## config.mk

```make
export PLATFORM = sky130hd
export DESIGN_NAME = gear_slave_control_status
export DESIGN_NICKNAME = d
export VERILOG_FILES = /design/src/verilog/gear_slave_pkg.sv /design/src/verilog/gear_slave_control_status.sv /design/src/verilog/in_gear_detect.sv /design/src/verilog/master_source_select.sv
export SDC_FILE = /design/constraint.sdc
export NUM_CORES = 1
export LEC_CHECK = 0
export BUFFER_PORTS_ARGS = -buffer_cell sky130_fd_sc_hd__clkbuf_2
export CORE_UTILIZATION = 56
export CTS_CLUSTER_SIZE = 16
export DETAILED_ROUTE_END_ITERATION = 10
export PLACE_DENSITY = 0.82
export SYNTH_ARGS = -nofsm -noshare
export SYNTH_HDL_FRONTEND = slang
export SYNTH_SLANG_ARGS = --single-unit
```

## constraint.sdc

```tcl
create_clock -name i_clk_sys -period 7 [get_ports i_clk_sys]
set_input_delay 1.4 -clock i_clk_sys [delete_from_list [all_inputs] [get_ports i_clk_sys]]
set_output_delay 1.4 -clock i_clk_sys [all_outputs]
set_load 0.05 [all_outputs]
```

## src/verilog/gear_slave_pkg.sv

```systemverilog
// Constants shared by the gear slave command and status logic
package gear_slave_pkg;

    // ********************************************************
    // Operating mode
    // ********************************************************
    localparam logic [7:0] MODE_GEAR_SLAVE = 8'hFD; // Mode code -3 as two's complement

    // ********************************************************
    // Command word field positions
    // ********************************************************
    localparam int CMD_GEAR_START_BIT = 4;
    localparam int CMD_CORR_START_BIT = 5;
    localparam int CMD_DIRECT_SYNC_BIT = 6;
    localparam int CMD_HALT_BIT = 8;
    localparam int CMD_PHASE_START_BIT = 9;
    localparam int CMD_PHASE_PROFILE_LO = 12;
    localparam int CMD_PHASE_PROFILE_HI = 13;
    localparam logic [15:0] CMD_RESET = 16'h0000;

    // ********************************************************
    // State word field positions
    // ********************************************************
    localparam int STS_DONE_BIT = 8;
    localparam int STS_TARGET_BIT = 10;
    localparam int STS_CORR_OK_BIT = 12;
    localparam int STS_FOLLOW_ERR_BIT = 13;
    localparam logic [15:0] STS_RESET = 16'h0000;

    // ********************************************************
    // Master position source selector codes
    // ********************************************************
    localparam logic [3:0] SRC_OFF = 4'h0;
    localparam logic [3:0] SRC_ENC1 = 4'h1;
    localparam logic [3:0] SRC_ENC2 = 4'h2;
    localparam logic [3:0] SRC_BUS = 4'hB;

    // ********************************************************
    // Ramp selection handed to the motion core
    // ********************************************************
    localparam logic [1:0] RAMP_NONE = 2'h0;
    localparam logic [1:0] RAMP_ACCEL = 2'h1;  // Profile acceleration object 0x6083
    localparam logic [1:0] RAMP_DECEL = 2'h2;  // Profile deceleration object 0x6084
    localparam logic [1:0] RAMP_BLOCK = 2'h3;  // Ramp of the current motion block

    // ********************************************************
    // Gear state machine
    // ********************************************************
    typedef enum logic [1:0] {
        ST_OFF,
        ST_STOPPING,
        ST_GEARING,
        ST_HALTED
    } gear_state_t;

endpackage

```

## src/verilog/gear_slave_control_status.sv

```systemverilog
// Command and state word handling for the electronic gear slave mode
//
// Notes on behaviour
// - Gearing logic acts only while the operating mode code equals -3.
// - With gear start at 0 the axle is brought to standstill on the deceleration ramp.
// - With gear start at 1 gearing starts on the master speed with the acceleration ramp.
// - A rising command bit 5 starts position correction; at 0 nothing starts.
// - With stop-hold at 1 the axle stops on the block ramp and stays enabled.
// - Command bit 9 at 1 starts phasing; at 0 phasing is disabled or aborted.
// - The phasing profile used is the two-bit field in bits 13..12 plus one.
// - State bit 8 is 0 while phasing or correction runs or none started, 1 when done.
// - State bit 10 shows coupling with stop-hold 0, or standstill with stop-hold 1.
// - State bit 12 is 0 while correction runs or never started, 1 on success.
// - The source selector picks none, encoder 1, or encoder 2 as master.
// - Setting 11 takes the master position from the bus field and extrapolates it.
// - State bit 10 is set once slave speed meets the in-gear threshold and time.
`timescale 1ns/1ps
`default_nettype none
module gear_slave_control_status
    import gear_slave_pkg::*;
#(
    parameter int POS_W = 32,
    parameter int TIME_W = 16,
    parameter int EXTRAP_SHIFT = 4
) (
    // Clock, reset and enable
    input wire logic i_clk_sys,
    input wire logic i_reset,
    input wire logic i_clk_en,
    // Command word access
    input wire logic i_cmd_wr,
    input wire logic [15:0] i_cmd_data,
    input wire logic [7:0] i_op_mode,
    // Configuration
    input wire logic [3:0] i_master_src,
    input wire logic [POS_W-1:0] i_gear_threshold,
    input wire logic [TIME_W-1:0] i_gear_time,
    // Master inputs
    input wire logic signed [POS_W-1:0] i_enc1_pos,
    input wire logic signed [POS_W-1:0] i_enc1_speed,
    input wire logic signed [POS_W-1:0] i_enc2_pos,
    input wire logic signed [POS_W-1:0] i_enc2_speed,
    input wire logic signed [POS_W-1:0] i_bus_pos,
    input wire logic i_bus_valid,
    // Motion core feedback
    input wire logic signed [POS_W-1:0] i_slave_speed,
    input wire logic i_speed_zero,
    input wire logic i_phase_done,
    input wire logic i_corr_done,
    input wire logic i_corr_ok,
    input wire logic i_follow_err,
    // Words
    output logic [15:0] o_cmd_word,
    output logic [15:0] o_state_word,
    // Motion core control
    output logic [1:0] o_ramp_sel,
    output logic signed [POS_W-1:0] o_speed_target,
    output logic signed [POS_W-1:0] o_master_pos,
    output logic o_direct_sync,
    output logic o_phase_run,
    output logic o_phase_start,
    output logic [2:0] o_phase_profile,
    output logic o_corr_run,
    output logic o_corr_start
);

    // ********************************************************
    // Master source and coupling
    // ********************************************************
    logic signed [POS_W-1:0] src_pos;
    logic signed [POS_W-1:0] src_speed;
    logic coupled;
    logic gear_arm;

    master_source_select #(
        .POS_W(POS_W),
        .EXTRAP_SHIFT(EXTRAP_SHIFT)
    ) u_source (
        .i_clk_sys(i_clk_sys),
        .i_reset(i_reset),
        .i_clk_en(i_clk_en),
        .i_src(i_master_src),
        .i_enc1_pos(i_enc1_pos),
        .i_enc1_speed(i_enc1_speed),
        .i_enc2_pos(i_enc2_pos),
        .i_enc2_speed(i_enc2_speed),
        .i_bus_pos(i_bus_pos),
        .i_bus_valid(i_bus_valid),
        .o_pos(src_pos),
        .o_speed(src_speed)
    );

    in_gear_detect #(
        .SPD_W(POS_W),
        .TIME_W(TIME_W)
    ) u_in_gear (
        .i_clk_sys(i_clk_sys),
        .i_reset(i_reset),
        .i_clk_en(i_clk_en),
        .i_arm(gear_arm),
        .i_master_speed(src_speed),
        .i_slave_speed(i_slave_speed),
        .i_threshold(i_gear_threshold),
        .i_hold_time(i_gear_time),
        .o_coupled(coupled)
    );

    // ********************************************************
    // Command decode
    // ********************************************************
    logic [15:0] cmd_reg;
    logic corr_prev_reg;
    logic phase_prev_reg;
    logic mode_active;
    logic gear_bit;
    logic corr_bit;
    logic halt_bit;
    logic phase_bit;
    logic [1:0] profile_field;
    logic corr_rise;
    logic phase_rise;

    assign mode_active = (i_op_mode == MODE_GEAR_SLAVE);
    assign gear_bit = cmd_reg[CMD_GEAR_START_BIT];
    assign corr_bit = cmd_reg[CMD_CORR_START_BIT];
    assign halt_bit = cmd_reg[CMD_HALT_BIT];
    assign phase_bit = cmd_reg[CMD_PHASE_START_BIT];
    assign profile_field = cmd_reg[CMD_PHASE_PROFILE_HI:CMD_PHASE_PROFILE_LO];
    // Starts are edges so a held bit does not retrigger after completion
    assign corr_rise = mode_active && corr_bit && !corr_prev_reg;
    assign phase_rise = mode_active && phase_bit && !phase_prev_reg;
    // Detector only armed while actually geared and not held
    assign gear_arm = mode_active && gear_bit && !halt_bit;

    // Command word storage and edge history
    always_ff @(posedge i_clk_sys) begin
        if (i_reset) begin
            cmd_reg <= CMD_RESET;
            corr_prev_reg <= 1'b0;
            phase_prev_reg <= 1'b0;
        end else if (i_clk_en) begin
            if (i_cmd_wr) begin
                cmd_reg <= i_cmd_data;
            end
            corr_prev_reg <= mode_active && corr_bit;
            phase_prev_reg <= mode_active && phase_bit;
        end
    end

    // ********************************************************
    // Gear state machine
    // ********************************************************
    gear_state_t state_reg;
    gear_state_t state_next;
    logic [1:0] ramp_next;
    logic signed [POS_W-1:0] target_next;

    always_comb begin
        state_next = state_reg;
        ramp_next = RAMP_NONE;
        target_next = '0;
        case (state_reg)
            ST_OFF: begin
                if (mode_active) begin
                    state_next = ST_STOPPING;
                end
            end
            ST_STOPPING: begin
                if (halt_bit) begin
                    state_next = ST_HALTED;
                end else if (gear_bit) begin
                    state_next = ST_GEARING;
                end
            end
            ST_GEARING: begin
                if (halt_bit) begin
                    state_next = ST_HALTED;
                end else if (!gear_bit) begin
                    state_next = ST_STOPPING;
                end
            end
            ST_HALTED: begin
                if (!halt_bit) begin
                    state_next = gear_bit ? ST_GEARING : ST_STOPPING;
                end
            end
            default: begin
                state_next = ST_OFF;
            end
        endcase
        if (!mode_active) begin
            state_next = ST_OFF;
        end
        // Outputs follow the target state so the ramp answers one cycle after the command
        case (state_next)
            ST_STOPPING: begin
                ramp_next = RAMP_DECEL;
            end
            ST_GEARING: begin
                ramp_next = RAMP_ACCEL;
                target_next = src_speed;
            end
            ST_HALTED: begin
                ramp_next = RAMP_BLOCK;
            end
            default: begin
                ramp_next = RAMP_NONE;
            end
        endcase
    end

    // ********************************************************
    // State word flags
    // ********************************************************
    logic done_next;
    logic ok_next;
    logic target_bit_next;
    logic [15:0] state_word_next;

    // Set wins over clear when a completion meets a new start
    assign done_next = (mode_active && (i_phase_done || i_corr_done))
        || (o_state_word[STS_DONE_BIT] && !(phase_rise || corr_rise));
    assign ok_next = (mode_active && i_corr_done && i_corr_ok)
        || (o_state_word[STS_CORR_OK_BIT] && !corr_rise);
    assign target_bit_next = mode_active
        && (halt_bit ? i_speed_zero : (gear_bit && coupled));

    always_comb begin
        state_word_next = STS_RESET;
        state_word_next[STS_DONE_BIT] = done_next;
        state_word_next[STS_TARGET_BIT] = target_bit_next;
        state_word_next[STS_CORR_OK_BIT] = ok_next;
        state_word_next[STS_FOLLOW_ERR_BIT] = mode_active && i_follow_err;
    end

    // ********************************************************
    // Output registers
    // ********************************************************
    always_ff @(posedge i_clk_sys) begin
        if (i_reset) begin
            state_reg <= ST_OFF;
            o_cmd_word <= CMD_RESET;
            o_state_word <= STS_RESET;
            o_ramp_sel <= RAMP_NONE;
            o_speed_target <= '0;
            o_master_pos <= '0;
            o_direct_sync <= 1'b0;
            o_phase_run <= 1'b0;
            o_phase_start <= 1'b0;
            o_phase_profile <= 3'h1;
            o_corr_run <= 1'b0;
            o_corr_start <= 1'b0;
        end else if (i_clk_en) begin
            state_reg <= state_next;
            o_cmd_word <= cmd_reg;
            o_state_word <= state_word_next;
            o_ramp_sel <= ramp_next;
            o_speed_target <= target_next;
            o_master_pos <= src_pos;
            // Bit value 0 means direct synchronisation enabled
            o_direct_sync <= mode_active && !cmd_reg[CMD_DIRECT_SYNC_BIT];
            o_phase_run <= mode_active && phase_bit;
            o_phase_start <= phase_rise;
            o_phase_profile <= {1'b0, profile_field} + 3'h1;
            o_corr_run <= mode_active && corr_bit;
            o_corr_start <= corr_rise;
        end
    end
endmodule
`default_nettype wire

```

## src/verilog/in_gear_detect.sv

```systemverilog
// Coupling detector: speed error inside a threshold for a hold time
`timescale 1ns/1ps
`default_nettype none
module in_gear_detect #(
    parameter int SPD_W = 32,
    parameter int TIME_W = 16
) (
    // Clock, reset and enable
    input wire logic i_clk_sys,
    input wire logic i_reset,
    input wire logic i_clk_en,
    // Control
    input wire logic i_arm,
    input wire logic signed [SPD_W-1:0] i_master_speed,
    input wire logic signed [SPD_W-1:0] i_slave_speed,
    input wire logic [SPD_W-1:0] i_threshold,
    input wire logic [TIME_W-1:0] i_hold_time,
    // Result
    output logic o_coupled
);

    logic signed [SPD_W-1:0] diff;
    logic [SPD_W-1:0] abs_diff;
    logic in_band;
    logic [TIME_W-1:0] count_reg;

    // Speed error magnitude against threshold
    assign diff = i_master_speed - i_slave_speed;
    assign abs_diff = diff[SPD_W-1] ? SPD_W'(-diff) : SPD_W'(diff);
    assign in_band = i_arm && (abs_diff <= i_threshold);

    // Any excursion restarts the hold time, so a passing crossing never couples
    always_ff @(posedge i_clk_sys) begin
        if (i_reset) begin
            count_reg <= '0;
            o_coupled <= 1'b0;
        end else if (i_clk_en) begin
            if (!in_band) begin
                count_reg <= '0;
                o_coupled <= 1'b0;
            end else if (count_reg >= i_hold_time) begin
                o_coupled <= 1'b1;
            end else begin
                count_reg <= count_reg + 1'b1;
            end
        end
    end
endmodule
`default_nettype wire

```

## src/verilog/master_source_select.sv

```systemverilog
// Master position source selection with extrapolation of bus samples
`timescale 1ns/1ps
`default_nettype none
module master_source_select
    import gear_slave_pkg::*;
#(
    parameter int POS_W = 32,
    parameter int EXTRAP_SHIFT = 4
) (
    // Clock, reset and enable
    input wire logic i_clk_sys,
    input wire logic i_reset,
    input wire logic i_clk_en,
    // Selector
    input wire logic [3:0] i_src,
    // Encoder inputs
    input wire logic signed [POS_W-1:0] i_enc1_pos,
    input wire logic signed [POS_W-1:0] i_enc1_speed,
    input wire logic signed [POS_W-1:0] i_enc2_pos,
    input wire logic signed [POS_W-1:0] i_enc2_speed,
    // Bus long field
    input wire logic signed [POS_W-1:0] i_bus_pos,
    input wire logic i_bus_valid,
    // Selected master
    output logic signed [POS_W-1:0] o_pos,
    output logic signed [POS_W-1:0] o_speed
);

    // ********************************************************
    // Extrapolation
    // ********************************************************
    logic signed [POS_W-1:0] last_reg;
    logic signed [POS_W-1:0] step_reg;
    logic signed [POS_W-1:0] delta;
    logic signed [POS_W-1:0] step_next;

    // Per-cycle step is the sample delta over a nominal interval; slow senders keep it moving
    assign delta = i_bus_pos - last_reg;
    assign step_next = delta >>> EXTRAP_SHIFT;

    // Sample capture and per-cycle advance between samples
    always_ff @(posedge i_clk_sys) begin
        if (i_reset) begin
            last_reg <= '0;
            step_reg <= '0;
            o_pos <= '0;
            o_speed <= '0;
        end else if (i_clk_en) begin
            if (i_bus_valid) begin
                last_reg <= i_bus_pos;
                step_reg <= step_next;
            end
            if (i_src == SRC_ENC1) begin
                o_pos <= i_enc1_pos;
                o_speed <= i_enc1_speed;
            end else if (i_src == SRC_ENC2) begin
                o_pos <= i_enc2_pos;
                o_speed <= i_enc2_speed;
            end else if (i_src == SRC_BUS) begin
                o_pos <= i_bus_valid ? i_bus_pos : o_pos + step_reg;
                o_speed <= i_bus_valid ? step_next : step_reg;
            end else begin
                o_pos <= '0;
                o_speed <= '0;
            end
        end
    end
endmodule
`default_nettype wire
```

==> results.cfg <==
[run_status]
status = complete, no violations

[timing]
hold_viol_final = 0
slew_headroom_pct = 29.9
slew_violations = 0
final.setup_skew_ns = 0.0159
tightest_slew_ns = 1.05
rsz0062_at_grt = false
finalCriticalPeriod_ns = 6.54
hold_slack_ns = 0.452
finalCritPeriodShare_pct = 93.4
fmax_ghz = 0.153
setup_violations = 0
finalSetupTns_ns = 0

[floorplanning]
die_width_um = 178
start_util_pct = 56.9
boundaryPins = 384
die_h_um = 178
rows = 64
die-area_um2 = 31700
core_um2 = 30500

[clocking]
numCtsBuffers = 29
cts_tree = yes
cts_resized = 0
cts_root_buffer = clkbuf_16
htreeDepth = 1
cts_buffer_depth = 3
cts_hold_buf = 0
insertion_delay_ns = 0.56
cts_setup_buffers = 0
clkSinkCount = 256
clk_pin_slew_ns = 0.06

[worst_setup_path]
reg2regPathDepth = 25
crit_path_start_kind = input port
timing.rr.start = u_source.o_speed[0]$_SDFFE_PP0P_
r2r-end = u_in_gear.count_reg[12]$_SDFFE_PP0P_
crit_path_end_kind = flip-flop
critPathMaxFanout = 6
rrSetupSlack_ns = 0.99
crit_path_end = u_in_gear.count_reg[12]$_SDFFE_PP0P_
cpMostUsedCell = a21oi_1
path_depth = 25
critPathArrivalTime_ns = 7.03
worst-path-buf-inv = 2
required_ns = 7.49
worstSetupPathType = input port to flip-flop
crit_start = i_slave_speed[0]
cpLargestDelayFamily = simple AND/OR/NAND/NOR gates
cp_slowest_stage_delay_ns = 0.52
worst_path_max_delay_cell = or4b_1

[power_and_ir_drop]
power.total_uw = 4140
powerDensity_nw_per_um2 = 202
leakage_uw = 0.00963
ir_drop_mv = 0.164

[logic_synthesis]
ys_async_sr_fraction_pct = 0
ys_seq_elements = 256
yosysTopAreaCellShare_pct = 29.5
synth_commonest_cells = 256 x dfxtp_1, 255 x nand2_1, 235 x nor2_1, 211 x a21oi_1, 143 x ha_1
yosys-top-cells-area = dfxtp_1 30%, ha_1 10%, a21oi_1 6.1%
synth_area_um2 = 17400
yosysSeqAreaShare_pct = 29.5
synth.largest_area_cell = dfxtp_1
yosys_most_used_dff = dfxtp_1
synth_cell_types = 79
yosys_warnings = 0
synth_most_common_cell = dfxtp_1
avgSynthCellArea_um2 = 7.77
synth-edff-count = 0
syn_inst = 2234

[placed_design]
gp_congestion = 0.941
post-dp-hpwl_um = 42400
placed_cell_area_um2 = 19500
io_buffers = 371

[flow_run]
maxCapViolations = 0

[global_routing]
grt_pass1_wl_um = 86900
first_global_vias = 16400
grt_overflow_total = 0
grt_start_max_net_pins = 77
grtUsageTotal_pct = 34.5
antenna_found_initial = 1

[final_layout]
drive_gt1_share_pct = 19.4
areaGrowthSynthToFinish_pct = 18.0
nets = 2964
design_area_um2 = 20500
fin_util_pct = 67.2
fillers = 2595

[routing]
drc = 0
ant_nets = 0
drt_first_iter_violations = 1602
first_pass_iters = 8
detail_route.wl_per_cell_um = 19.4
vias = 18100
wl_um = 57500
routed_via_density = 6.12

[min_path]
holdPathStages = 2
min_path_type = flip-flop to flip-flop
==> how the worst min path moves through the flow <==
stage,startpoint,slack [ns],endpoint
after floorplan,cmd_reg[0]$_SDFFE_PP0P_,0.44,cmd_reg[0]$_SDFFE_PP0P_
after global placement,cmd_reg[15]$_SDFFE_PP0P_,0.44,cmd_reg[15]$_SDFFE_PP0P_
after detailed placement,u_source.last_reg[30]$_SDFFE_PP0P_,0.45,u_source.last_reg[30]$_SDFFE_PP0P_
after CTS,u_source.last_reg[1]$_SDFFE_PP0P_,0.45,u_source.last_reg[1]$_SDFFE_PP0P_
after global routing,u_source.last_reg[14]$_SDFFE_PP0P_,0.47,u_source.last_reg[14]$_SDFFE_PP0P_
final,u_source.last_reg[24]$_SDFFE_PP0P_,0.45,u_source.last_reg[24]$_SDFFE_PP0P_
==> per-stage QoR <==
step           cells  worst slack [ns]
6_report        2960             0.463
2_1_floorplan   2245             0.707
3_5_place_dp    2906            0.0179
4_1_cts         2959             0.543
3_3_place_gp    2906             0.193
5_1_grt         2960            0.0728
==> cell type report <==
cell class	instances	area (um^2)	area share (%)
Tap cell	396	495	2.42
Clock buffer	39	823	4.02
Timing Repair Buffer	403	2120	10.4
Clock inverter	14	185	0.904
Sequential cell	256	5120	25.0
Inverter	141	529	2.58
Antenna cell	1	2.50	0.0122
Multi-Input combinational cell	1710	11200	54.7
==> cell usage in the layout (no fill, tap or decap), drive strengths merged, types with 7 or more instances in the layout <==
master | netlist | routed
a211oi | 17 | 17
nand2b | 9 | 9
o211ai | 17 | 17
conb | 1 | 12
ha | 143 | 143
a22oi | 38 | 38
a221oi | 35 | 35
o21a | 23 | 23
xor2 | 57 | 57
clkbuf | 106 | 408
o31ai | 10 | 10
mux2i | 52 | 52
nor2b | 16 | 16
a2111oi | 8 | 8
or2 | 11 | 11
nand4 | 34 | 34
nand3 | 37 | 37
o211a | 9 | 9
a211o | 10 | 10
o21bai | 10 | 10
nor3 | 40 | 40
a222oi | 12 | 12
a21o | 68 | 68
o21ai | 114 | 114
a221o | 28 | 28
inv | 140 | 142
a31oi | 15 | 15
dfxtp | 256 | 256
and2 | 10 | 10
and3 | 23 | 23
buf | 32 | 34
nor2 | 236 | 236
or3 | 7 | 7
nand2 | 255 | 255
xnor2 | 63 | 63
a21oi | 215 | 215
==> tightest hold or removal path: stages (launching register included) <==
cell     delay [ns]
dfxtp_1        0.31
nand2_1        0.05
a21oi_1        0.05
==> where the power goes <==
group,internal [uW],switching [uW],total (uW)
sequential,1510,50.2,1560
combinational,383,576,959
clock,971,649,1620
==> cell families after synthesis <==
| family | synth area share, % |
|---|---|
| xor+xnor | 6.05 |
| simple gates | 18.2 |
| buf+inv | 6.36 |
| fa+ha+maj | 10.5 |
| mux | 3.32 |
| compound gates | 26.0 |
| flops | 29.5 |
| other cells | 0.0216 |
==> routing by layer <==
layer | wire length, um | GRT usage (%) | part of all wire [%]
met5 | 0 | 0 | 0
met4 | 1590 | 10.3 | 2.8
met3 | 4720 | 3.69 | 8.2
met2 | 26500 | 57.1 | 46
met1 | 24700 | 47.0 | 43
Note: power is estimated with default switching activity, not from simulation.
